## src/core/cam_pkg.sv

```systemverilog
// Shared constants and types for the content-addressable memory block.
// Assumes both ends and the interface use one clock and one reset.
package cam_pkg;
  // ----------------------------------------
  // Geometry
  // ----------------------------------------
  localparam int unsigned DEPTH = 32;
  localparam int unsigned WIDTH = 32;
  localparam int unsigned AW = 5;
  localparam int unsigned HALF = 16;
  // ----------------------------------------
  // Write timing in clock cycles
  // ----------------------------------------
  localparam logic [1:0] WR_CYC_PLAIN = 2'h2;
  localparam logic [1:0] WR_CYC_MASK = 2'h3;
  // ----------------------------------------
  // Output format select
  // ----------------------------------------
  localparam logic OUT_ENCODED = 1'h0;
  localparam logic OUT_UNENCODED = 1'h1;
  typedef logic [WIDTH-1:0] cam_word_t;
  typedef logic [AW-1:0] cam_addr_t;
  typedef enum logic [1:0] {
    CAM_IDLE = 2'h0,
    CAM_WR1 = 2'h1,
    CAM_WR2 = 2'h3,
    CAM_WR3 = 2'h2
  } cam_wr_e;
  typedef enum logic [1:0] {
    CAM_S_IDLE = 2'h0,
    CAM_S_LOW = 2'h1,
    CAM_S_HIGH = 2'h3
  } cam_srch_e;
endpackage : cam_pkg

```

## src/core/cam_if.sv

```systemverilog
// Connection between the memory block and the user logic that drives it.
// Assumes one clock and a synchronous active-low reset shared by both ends.
`timescale 1ns/1ps
interface cam_if (
  input wire logic i_mclk,
  input wire logic i_nrst
);
  logic wr_start;
  cam_pkg::cam_addr_t wr_addr;
  cam_pkg::cam_word_t wr_data;
  cam_pkg::cam_word_t wr_care;
  logic wr_busy;
  logic srch_start;
  logic srch_mode;
  cam_pkg::cam_word_t srch_data;
  logic res_valid;
  logic res_hit;
  cam_pkg::cam_addr_t res_addr;
  logic [cam_pkg::HALF-1:0] res_lines;
  logic res_upper;

  modport mem (
    input i_mclk, i_nrst, wr_start, wr_addr, wr_data, wr_care,
    input srch_start, srch_mode, srch_data,
    output wr_busy, res_valid, res_hit, res_addr, res_lines, res_upper
  );
  modport user (
    input i_mclk, i_nrst, wr_busy, res_valid, res_hit, res_addr, res_lines, res_upper,
    output wr_start, wr_addr, wr_data, wr_care, srch_start, srch_mode, srch_data
  );
endinterface : cam_if

```

## src/core/cam_mem.sv

```systemverilog
// Memory-block end: 32 words of 32 bits with per-bit care masks and search.
// Assumes the user end holds write address and data for the whole write.

`timescale 1ns/1ps
module cam_mem #(
  parameter cam_pkg::cam_word_t INIT_DATA [cam_pkg::DEPTH] = '{default: 32'h0000_0000},
  parameter cam_pkg::cam_word_t INIT_CARE [cam_pkg::DEPTH] = '{default: 32'h0000_0000}
) (
  cam_if.mem bus
);
  // ----------------------------------------
  // Storage
  // ----------------------------------------
  // Preload stands in for configuration; reset leaves the contents alone
  cam_pkg::cam_word_t data_r [cam_pkg::DEPTH] = INIT_DATA;
  cam_pkg::cam_word_t care_r [cam_pkg::DEPTH] = INIT_CARE;

  // Write side
  cam_pkg::cam_wr_e wst_r;
  cam_pkg::cam_addr_t waddr_r;
  logic masked_r;
  logic wr_take;
  logic commit;

  // Search side
  logic [cam_pkg::DEPTH-1:0] hit_vec;
  logic [cam_pkg::DEPTH:0] below;
  logic [cam_pkg::DEPTH-1:0] first_vec;
  cam_pkg::cam_addr_t addr_acc [cam_pkg::DEPTH+1];
  logic [cam_pkg::DEPTH-1:0] hold_r;
  cam_pkg::cam_srch_e sst_r;
  logic srch_take;
  logic unenc_take;

  // ----------------------------------------
  // Write sequencer
  // ----------------------------------------
  // A start is taken only from idle; one arriving mid-write is dropped
  assign wr_take = bus.wr_start && wst_r == cam_pkg::CAM_IDLE;
  // Commit lands on the last cycle so a search never sees a half-written word
  assign commit = (wst_r == cam_pkg::CAM_WR2 && !masked_r) || wst_r == cam_pkg::CAM_WR3;

  always_ff @(posedge bus.i_mclk) begin
    if (!bus.i_nrst) begin
      wst_r <= cam_pkg::CAM_IDLE;
    end else begin
      unique case (wst_r)
        cam_pkg::CAM_IDLE: begin
          if (wr_take) begin
            wst_r <= cam_pkg::CAM_WR1;
          end
        end
        cam_pkg::CAM_WR1: begin
          wst_r <= cam_pkg::CAM_WR2;
        end
        cam_pkg::CAM_WR2: begin
          wst_r <= masked_r ? cam_pkg::CAM_WR3 : cam_pkg::CAM_IDLE;
        end
        cam_pkg::CAM_WR3: begin
          wst_r <= cam_pkg::CAM_IDLE;
        end
      endcase
    end
  end

  // Location and mask kind latched at start; data is read at commit
  always_ff @(posedge bus.i_mclk) begin
    if (!bus.i_nrst) begin
      waddr_r <= '0;
      masked_r <= 1'b0;
    end else if (wr_take) begin
      waddr_r <= bus.wr_addr;
      masked_r <= ~&bus.wr_care;
    end
  end

  always_ff @(posedge bus.i_mclk) begin
    if (!bus.i_nrst) begin
      bus.wr_busy <= 1'b0;
    end else begin
      bus.wr_busy <= wr_take || (wst_r != cam_pkg::CAM_IDLE && !commit);
    end
  end

  // ----------------------------------------
  // Storage update
  // ----------------------------------------
  // Word and mask land together, so a search sees old or new, never a mix
  always_ff @(posedge bus.i_mclk) begin
    if (bus.i_nrst && commit) begin
      data_r[waddr_r] <= bus.wr_data;
      care_r[waddr_r] <= bus.wr_care;
    end
  end

  // ----------------------------------------
  // Parallel compare
  // ----------------------------------------
  assign below[0] = 1'b0;
  assign addr_acc[0] = '0;
  for (genvar g = 0; g < cam_pkg::DEPTH; g++) begin : g_entry
    // A cleared care bit drops out of the compare
    assign hit_vec[g] = ~|((data_r[g] ^ bus.srch_data) & care_r[g]);
    assign below[g+1] = below[g] | hit_vec[g];
    // Only the lowest hit survives; with duplicates the address is that of the lowest entry
    assign first_vec[g] = hit_vec[g] & ~below[g];
    assign addr_acc[g+1] = addr_acc[g] | (first_vec[g] ? cam_pkg::cam_addr_t'(g) : '0);
  end

  // ----------------------------------------
  // Search take
  // ----------------------------------------
  // An unencoded pair blocks new searches until its second half is out
  assign srch_take = bus.srch_start && sst_r == cam_pkg::CAM_S_IDLE;
  assign unenc_take = srch_take && bus.srch_mode == cam_pkg::OUT_UNENCODED;

  // ----------------------------------------
  // Result sequencer
  // ----------------------------------------
  always_ff @(posedge bus.i_mclk) begin
    if (!bus.i_nrst) begin
      sst_r <= cam_pkg::CAM_S_IDLE;
    end else begin
      unique case (sst_r)
        cam_pkg::CAM_S_IDLE: begin
          if (unenc_take) begin
            sst_r <= cam_pkg::CAM_S_LOW;
          end
        end
        cam_pkg::CAM_S_LOW: begin
          sst_r <= cam_pkg::CAM_S_HIGH;
        end
        cam_pkg::CAM_S_HIGH: begin
          sst_r <= cam_pkg::CAM_S_IDLE;
        end
        default: sst_r <= cam_pkg::CAM_S_IDLE;
      endcase
    end
  end

  // ----------------------------------------
  // Result outputs
  // ----------------------------------------
  // Upper half parked so a new key cannot disturb the second beat
  always_ff @(posedge bus.i_mclk) begin
    if (!bus.i_nrst) begin
      hold_r <= '0;
    end else if (unenc_take) begin
      hold_r <= hit_vec;
    end
  end

  always_ff @(posedge bus.i_mclk) begin
    if (!bus.i_nrst) begin
      bus.res_valid <= 1'b0;
    end else begin
      bus.res_valid <= srch_take || sst_r == cam_pkg::CAM_S_LOW;
    end
  end

  always_ff @(posedge bus.i_mclk) begin
    if (!bus.i_nrst) begin
      bus.res_hit <= 1'b0;
    end else if (srch_take) begin
      bus.res_hit <= |hit_vec;
    end
  end

  // Unencoded results carry no address
  always_ff @(posedge bus.i_mclk) begin
    if (!bus.i_nrst) begin
      bus.res_addr <= '0;
    end else if (unenc_take) begin
      bus.res_addr <= '0;
    end else if (srch_take) begin
      bus.res_addr <= addr_acc[cam_pkg::DEPTH];
    end
  end

  always_ff @(posedge bus.i_mclk) begin
    if (!bus.i_nrst) begin
      bus.res_lines <= '0;
    end else if (unenc_take) begin
      bus.res_lines <= hit_vec[cam_pkg::HALF-1:0];
    end else if (sst_r == cam_pkg::CAM_S_LOW) begin
      bus.res_lines <= hold_r[cam_pkg::DEPTH-1:cam_pkg::HALF];
    end else if (srch_take) begin
      bus.res_lines <= '0;
    end
  end

  always_ff @(posedge bus.i_mclk) begin
    if (!bus.i_nrst) begin
      bus.res_upper <= 1'b0;
    end else begin
      bus.res_upper <= sst_r == cam_pkg::CAM_S_LOW;
    end
  end
endmodule : cam_mem

```

## src/flat_wrapper.sv

```systemverilog
// flat-port wrapper written by rule: the top's interface ports become plain ports
module cam_mem_flat 
#(
  parameter cam_pkg::cam_word_t INIT_DATA [cam_pkg::DEPTH] = '{default: 32'h0000_0000},
  parameter cam_pkg::cam_word_t INIT_CARE [cam_pkg::DEPTH] = '{default: 32'h0000_0000}
)
  (i_mclk, i_nrst, bus_wr_start, bus_wr_addr, bus_wr_data, bus_wr_care, bus_srch_start, bus_srch_mode, bus_srch_data, bus_wr_busy, bus_res_valid, bus_res_hit, bus_res_addr, bus_res_lines, bus_res_upper);
  cam_if bus_i (.i_mclk(i_mclk), .i_nrst(i_nrst));
  input wire logic i_mclk;
  input wire logic i_nrst;
  input wire logic [$bits(bus_i.wr_start)-1:0] bus_wr_start;
  input wire logic [$bits(bus_i.wr_addr)-1:0] bus_wr_addr;
  input wire logic [$bits(bus_i.wr_data)-1:0] bus_wr_data;
  input wire logic [$bits(bus_i.wr_care)-1:0] bus_wr_care;
  input wire logic [$bits(bus_i.srch_start)-1:0] bus_srch_start;
  input wire logic [$bits(bus_i.srch_mode)-1:0] bus_srch_mode;
  input wire logic [$bits(bus_i.srch_data)-1:0] bus_srch_data;
  output wire logic [$bits(bus_i.wr_busy)-1:0] bus_wr_busy;
  output wire logic [$bits(bus_i.res_valid)-1:0] bus_res_valid;
  output wire logic [$bits(bus_i.res_hit)-1:0] bus_res_hit;
  output wire logic [$bits(bus_i.res_addr)-1:0] bus_res_addr;
  output wire logic [$bits(bus_i.res_lines)-1:0] bus_res_lines;
  output wire logic [$bits(bus_i.res_upper)-1:0] bus_res_upper;
  assign bus_i.wr_start = bus_wr_start;
  assign bus_i.wr_addr = bus_wr_addr;
  assign bus_i.wr_data = bus_wr_data;
  assign bus_i.wr_care = bus_wr_care;
  assign bus_i.srch_start = bus_srch_start;
  assign bus_i.srch_mode = bus_srch_mode;
  assign bus_i.srch_data = bus_srch_data;
  assign bus_wr_busy = bus_i.wr_busy;
  assign bus_res_valid = bus_i.res_valid;
  assign bus_res_hit = bus_i.res_hit;
  assign bus_res_addr = bus_i.res_addr;
  assign bus_res_lines = bus_i.res_lines;
  assign bus_res_upper = bus_i.res_upper;
  cam_mem #(.INIT_DATA(INIT_DATA), .INIT_CARE(INIT_CARE)) u_core (.bus(bus_i));
endmodule
```

## config.mk

```make
export PLATFORM = sky130hd
export DESIGN_NAME = cam_mem_flat
export DESIGN_NICKNAME = d
export VERILOG_FILES = /design/src/core/cam_pkg.sv /design/src/core/cam_if.sv /design/src/core/cam_mem.sv /design/src/flat_wrapper.sv
export SDC_FILE = /design/constraint.sdc
export NUM_CORES = 2
export LEC_CHECK = 0
export ABC_AREA = 1
export BUFFER_PORTS_ARGS = -buffer_cell sky130_fd_sc_hd__buf_2
export CAP_MARGIN = 20
export CORE_MARGIN = 2
export CORE_UTILIZATION = 60
export CTS_CLUSTER_DIAMETER = 200
export DETAILED_ROUTE_END_ITERATION = 6
export PLACE_DENSITY_LB_ADDON = 0.15
export SETUP_SLACK_MARGIN = 0.02
export SYNTH_ARGS = -nofsm -noshare
export SYNTH_HDL_FRONTEND = slang
export SYNTH_SLANG_ARGS = --single-unit
```

## constraint.sdc

```tcl
create_clock -name i_mclk -period 5.1 [get_ports i_mclk]
set_clock_uncertainty 0.2 [all_clocks]
set_input_delay 0.255 -clock i_mclk [delete_from_list [all_inputs] [get_ports i_mclk]]
set_output_delay 0.255 -clock i_mclk [all_outputs]
set_load 0.02 [all_outputs]
```

Yosys cells after proc, flatten, opt, wreduce, memory -nomap -nowiden
Memory sizes are Yosys's and may differ from the RTL's.
Index checks and enable logic that the tools add are counted.
{"block": "word_totals", "out_inout_bits": 25, "register_bits": 67, "in_bits": 106, "mem_bits_rw": 2048, "n_memories": 2}
{"name": "u_core.care_r", "words": 32, "word_bits": 32, "read_ports": 32, "rd_ports_with_merged_regs": 0, "write_ports": 1, "line_no": "cam_mem.sv:16", "source": "cam_pkg::cam_word_t care_r [cam_pkg::DEPTH] = INIT_CARE;"}
{"name": "u_core.data_r", "words": 32, "word_bits": 32, "read_ports": 32, "rd_ports_with_merged_regs": 0, "write_ports": 1, "line_no": "cam_mem.sv:15", "source": "cam_pkg::cam_word_t data_r [cam_pkg::DEPTH] = INIT_DATA;"}
{"block": "op_classes", "eq_ne": 6, "muxes": 41, "bitwise_logic": 186, "n_reduce_logical": 83}
{"operator": "$reduce_or A32 Y1", "count": 33}
{"operator": "$and A32 B32 Y32", "count": 32}
{"operator": "$xor A32 B32 Y32", "count": 32}
{"operator": "$or A5 B5 Y5", "count": 30}
{"operator": "$mux W5", "count": 16}
{"operator": "$mux W16", "count": 3}
{"operator": "$logic_not A1 Y1", "count": 35}
{"operator": "$mux W4", "count": 8}
{"operator": "$reduce_and A32 Y1", "count": 1}
{"operator": "$and A1 B1 Y1", "count": 31}
{"operator": "$not A1 Y1", "count": 31}
{"operator": "$or A1 B1 Y1", "count": 30}
{"operator": "$mux W3", "count": 4}
{"operator": "$mux W2", "count": 5}
{"operator": "$pmux W2 S4", "count": 1}
{"operator": "$logic_and A1 B1 Y1", "count": 6}
{"operator": "$eq A2 B1 Y1 const B", "count": 2}
{"operator": "$eq A2 B2 Y1 const B", "count": 2}
{"operator": "$logic_not A2 Y1", "count": 2}
{"operator": "$ne A2 B1 Y1 const B", "count": 2}
{"operator": "$pmux W2 S2", "count": 1}
{"operator": "$logic_or A1 B1 Y1", "count": 3}
{"operator": "$mux W1", "count": 3}
{"operator": "$reduce_bool A3 Y1", "count": 1}
{"operator": "2 further kinds", "count": 2}

Depth between registers and ports, before layout
An unclocked memory read counts as a cell.
{"block": "depth", "ltp_word": 39, "depth_mapped": 23, "mapped_depth_nobuf": 21}

Worst setup path after synthesis
Ideal clock, no wire load.
{"block": "synth_path", "path_kind": "reg2reg", "startpoint": "register u_core.wst_r[1]", "endpoint": "memory u_core.care_r[10][0] (netlist name), enable pin", "path_slack_ns": 0.705, "required_ns": 4.413, "arrival_time_ns": 3.708, "setup_ns": 0.487, "stages_incl_launch_ff": 7, "n_path_buf": 0, "path_cell_list": "dfxtp_1 > inv_1 > a21oi_1 > inv_1 > nor2_1 > nand3_1 > nor2_1"}
{"block": "synth_via", "elab_chain_cells": 6, "word_cells_on_any_way": 7}
{"item": "from (decl)", "line_no": "cam_mem.sv:19", "source": "cam_pkg::cam_wr_e wst_r;"}
{"item": "from (signal assigned)", "line_no": "cam_mem.sv:45", "source": "wst_r <= cam_pkg::CAM_IDLE;"}
{"item": "from (signal assigned)", "line_no": "cam_mem.sv:50", "source": "wst_r <= cam_pkg::CAM_WR1;"}
{"item": "from (signal assigned)", "line_no": "cam_mem.sv:54", "source": "wst_r <= cam_pkg::CAM_WR2;"}
{"item": "$eq A2 B2 Y1", "line_no": "cam_mem.sv:41", "source": "assign commit = (wst_r == cam_pkg::CAM_WR2 && !masked_r) || wst_r == cam_pkg::CAM_WR3;"}
{"item": "$logic_and A1 B1 Y1", "line_no": "cam_mem.sv:41"}
{"item": "$logic_or A1 B1 Y1 *", "line_no": "cam_mem.sv:41"}
{"item": "$logic_and A1 B1 Y1 *", "line_no": "cam_mem.sv:90", "source": "if (bus.i_nrst && commit) begin"}
{"item": "$mux W1 *", "line_no": "cam_mem.sv:90"}
{"item": "$mux W1 (implied by the code) *", "line_no": "cam_mem.sv:92", "source": "care_r[waddr_r] <= bus.wr_care;"}
{"item": "to (decl)", "line_no": "cam_mem.sv:16"}
Every way passes the cells marked *; elsewhere a longest branch is shown, timed or not.

==> metrics.cfg <==
[status]
status = finished clean

[logic_synthesis]
yosys-top-cells-area = edfxtp_1 73%, nand2_1 8.1%, nand3_1 3.9%
yosys.area.top_type = edfxtp_1
synth_area_um2 = 84300
synth_edf_count = 2048
syn_nets = 6786
synth-main-ff-cell = edfxtp_1
netlist_instances = 6680
yosysWarnings = 0
ys_seq_area_frac = 0.742
netlist.area_leader.share = 0.730
yosysUniqueCellTypes = 50
yosys_register_bits = 2099
async_flop_share = 0
syn_area_per_cell_um2 = 12.6

[sta]
setup_viol = 0
post-route-period-util = 0.719
tns_ns = 0
rsz0062_at_grt = false
hold_slack_ns = 0.0551
final_hold_viol_count = 0
tightestPinTransition_ns = 1.23
fin_crit_ns = 3.67
max-slew-margin-rel = 0.180
setup_ws_ns = 1.43
fmax_ghz = 0.273
finalMaxSlewViolations = 0

[grt]
gr-total-overflow = 0
gr-usage-all-layers = 0.337
antenna_found_initial = 26
grt_pass1_vias = 50400
grt_pass1_wl_um = 339000
grt_max_degree = 65

[clock_network]
postCtsSetupBuffers = 0
hold_buffers = 80
clock_latency_ns = 0.86
cts-resized-gates = 0
cts_tree = built
clockBufferDepth = 3
cts_root_buf = clkbuf_16
htreeDepth = 4
numClockSinks = 2099
cts_buffers = 202
path_clk_slew_ns = 0.06

[pwr]
ir_drop_mv = 0.306
powerDensity_nw_per_um2 = 367
p_leak_nw = 34.2

[route]
dr_total_vias = 53300
drt_wl_total_um = 240000
via_per_inst = 5.87
ant_nets = 0
first_pass_iters = 6
drt_iter0_markers = 7039
drc_errors = 0
wire_per_inst_um = 26.5

[finish]
multi_input_area_um2 = 19200
layout_common_cells = 2,048 x edfxtp_1, 1,824 x nand2_1, 649 x nand3_1
seqCellArea_um2 = 62500
fillers = 9902
syn2layout_area_growth_pct = 11.5
final_common_cell = edfxtp_1
nets = 7139
final_layout_size_suffix_gt1_frac = 0.137

[floorplan]
die-area_um2 = 143000
dieWidth_um = 379
num_rows = 137
ios = 131
core_um2 = 140000
initial_core_util = 0.604
die_h_um = 379

[setup_path]
slowest_stage = nor2_1
crit_family = simple AND/OR/NAND/NOR gates
cp_num_buf_inv = 1
worst-endpoint-arrival_ns = 4.20
worstSetupStartpointType = flip-flop
path_max_fanout = 7
required_ns = 5.63
slowest_delay_ns = 0.74
cp-end-kind = flip-flop
crit_type = reg -> reg
crit_chain = or2_2 -> nand3_1 -> o21ai_0 -> nor2_1 -> nand2_1 -> nor2_1 -> nand2_1 -> nand2_2 -> nor2_2 -> nand2_2 -> nor2_8 -> nand4_4 -> nor2_1 -> nor3_1 -> nand3_1 -> nand2_1 -> inv_1

[run]
cap_violations = 0

[placed_design]
place.gp.congestion = 0.993
dp_hpwl_um = 150000
io_buffers = 130
dpl_worst_slack_ns = 0.976

[hold_path]
hold_class = in -> reg

## layout make-up
| cell class | count | area share |
|---|---|---|
| tap | 1876 | 0.0250 |
| timing repair buffer | 346 | 0.0282 |
| inverter | 328 | 0.0131 |
| clock inverter | 102 | 0.00768 |
| sequential | 2099 | 0.665 |
| antenna | 6 | 0.000160 |
| clock buffer | 265 | 0.0567 |
| multi-input combinational | 4056 | 0.204 |
## per-stage QoR
step                      cells  area [um2]  total power [mW]   util
after detailed placement   8624       87100              20.9  0.624
after global placement     8624       87100              20.8  0.624
final                      9078       94000              34.5  0.674
after CTS                  9071       94000              34.6  0.674
after floorplan            6680       84300              20.1      -
after global routing       9073       94000              35.4  0.674
## registers in the layout (all words and copies together) (netlist names)
signal / count
u_core.masked_r: 1
u_core.bus.res_upper: 1
u_core.waddr_r: 5
u_core.bus.res_hit: 1
u_core.data_r: 1024
u_core.care_r: 1024
u_core.bus.res_addr: 5
u_core.sst_r: 2
u_core.wst_r: 2
u_core.bus.res_lines: 16
u_core.bus.wr_busy: 1
u_core.hold_r: 16
u_core.bus.res_valid: 1
## logic make-up (layout without fill, tap and decap cells)
logic type / count (synthesis) / count (layout) / synth area share
AO/OA/AOI/OAI: 327 / 327 / 0.0228
buffers and inverters: 525 / 1041 / 0.0334
other: 0 / 6 / 0
XOR/XNOR: 145 / 145 / 0.0151
AND/OR/NAND/NOR: 3584 / 3584 / 0.187
flip-flops: 2099 / 2099 / 0.742
## Yosys cell counts, types with 15 or more instances
library cell / number
nand2_1: 1824
nand4_1: 65
buf_6: 72
buf_2: 51
xor2_1: 145
o21ai_1: 37
inv_2: 16
nand3_1: 649
o21ai_0: 161
buf_4: 56
a21oi_1: 31
a31oi_1: 15
nor4_1: 15
nor3_1: 20
dfxtp_1: 51
inv_1: 311
a32o_1: 18
clkbuf_1: 15
edfxtp_1: 2048
or2_2: 375
or2_1: 29
o21a_1: 21
nor2_1: 556
## where the power goes
part           internal, mW  leakage [nW]  total [mW]  switching [mW]
logic                 0.369          12.4        1.56            1.19
clock network          7.65          2.95        14.0            6.32
registers              19.0          18.8        19.0          0.0253
total                  27.0          34.2        34.5            7.54
## layer usage
metal / routed length (um) / GRT usage / up-vias / share of wire
met4: 13200 / 0.169 / 4 / 0.055
met3: 23300 / 0.0627 / 535 / 0.097
met5: 27 / 0 / - / 0.00011
met1: 89500 / 0.439 / 26200 / 0.37
met2: 114000 / 0.548 / 2726 / 0.48
li1: - / - / 23900 / -
## worst reg2reg max path: cells and delay by family (launching register included)
kind	cells	cell delay, ns
buf+inv	1	0.04
flops	1	0.37
simple gates	15	2.86
compound gates	1	0.10
## worst paths after layout
| path | start | end | slack [ns] | cells past startpoint |
|---|---|---|---|---|
| setup / recovery | u_core.data_r[15][10]$_DFFE_PP_ | u_core.bus.res_addr[2]$_SDFFE_PP0P_ | 1.43 | 17 |
| setup reg to reg | u_core.data_r[15][10]$_DFFE_PP_ | u_core.bus.res_addr[2]$_SDFFE_PP0P_ | 1.43 | 17 |
| hold / removal | bus_wr_start | u_core.wst_r[0]$_SDFFE_PN0P_ | 0.06 | 4 |
| hold reg to reg | u_core.wst_r[1]$_SDFFE_PN0P_ | u_core.wst_r[0]$_SDFFE_PN0P_ | 0.26 | 1 |
No activity file was read; power rests on OpenSTA's default activity.
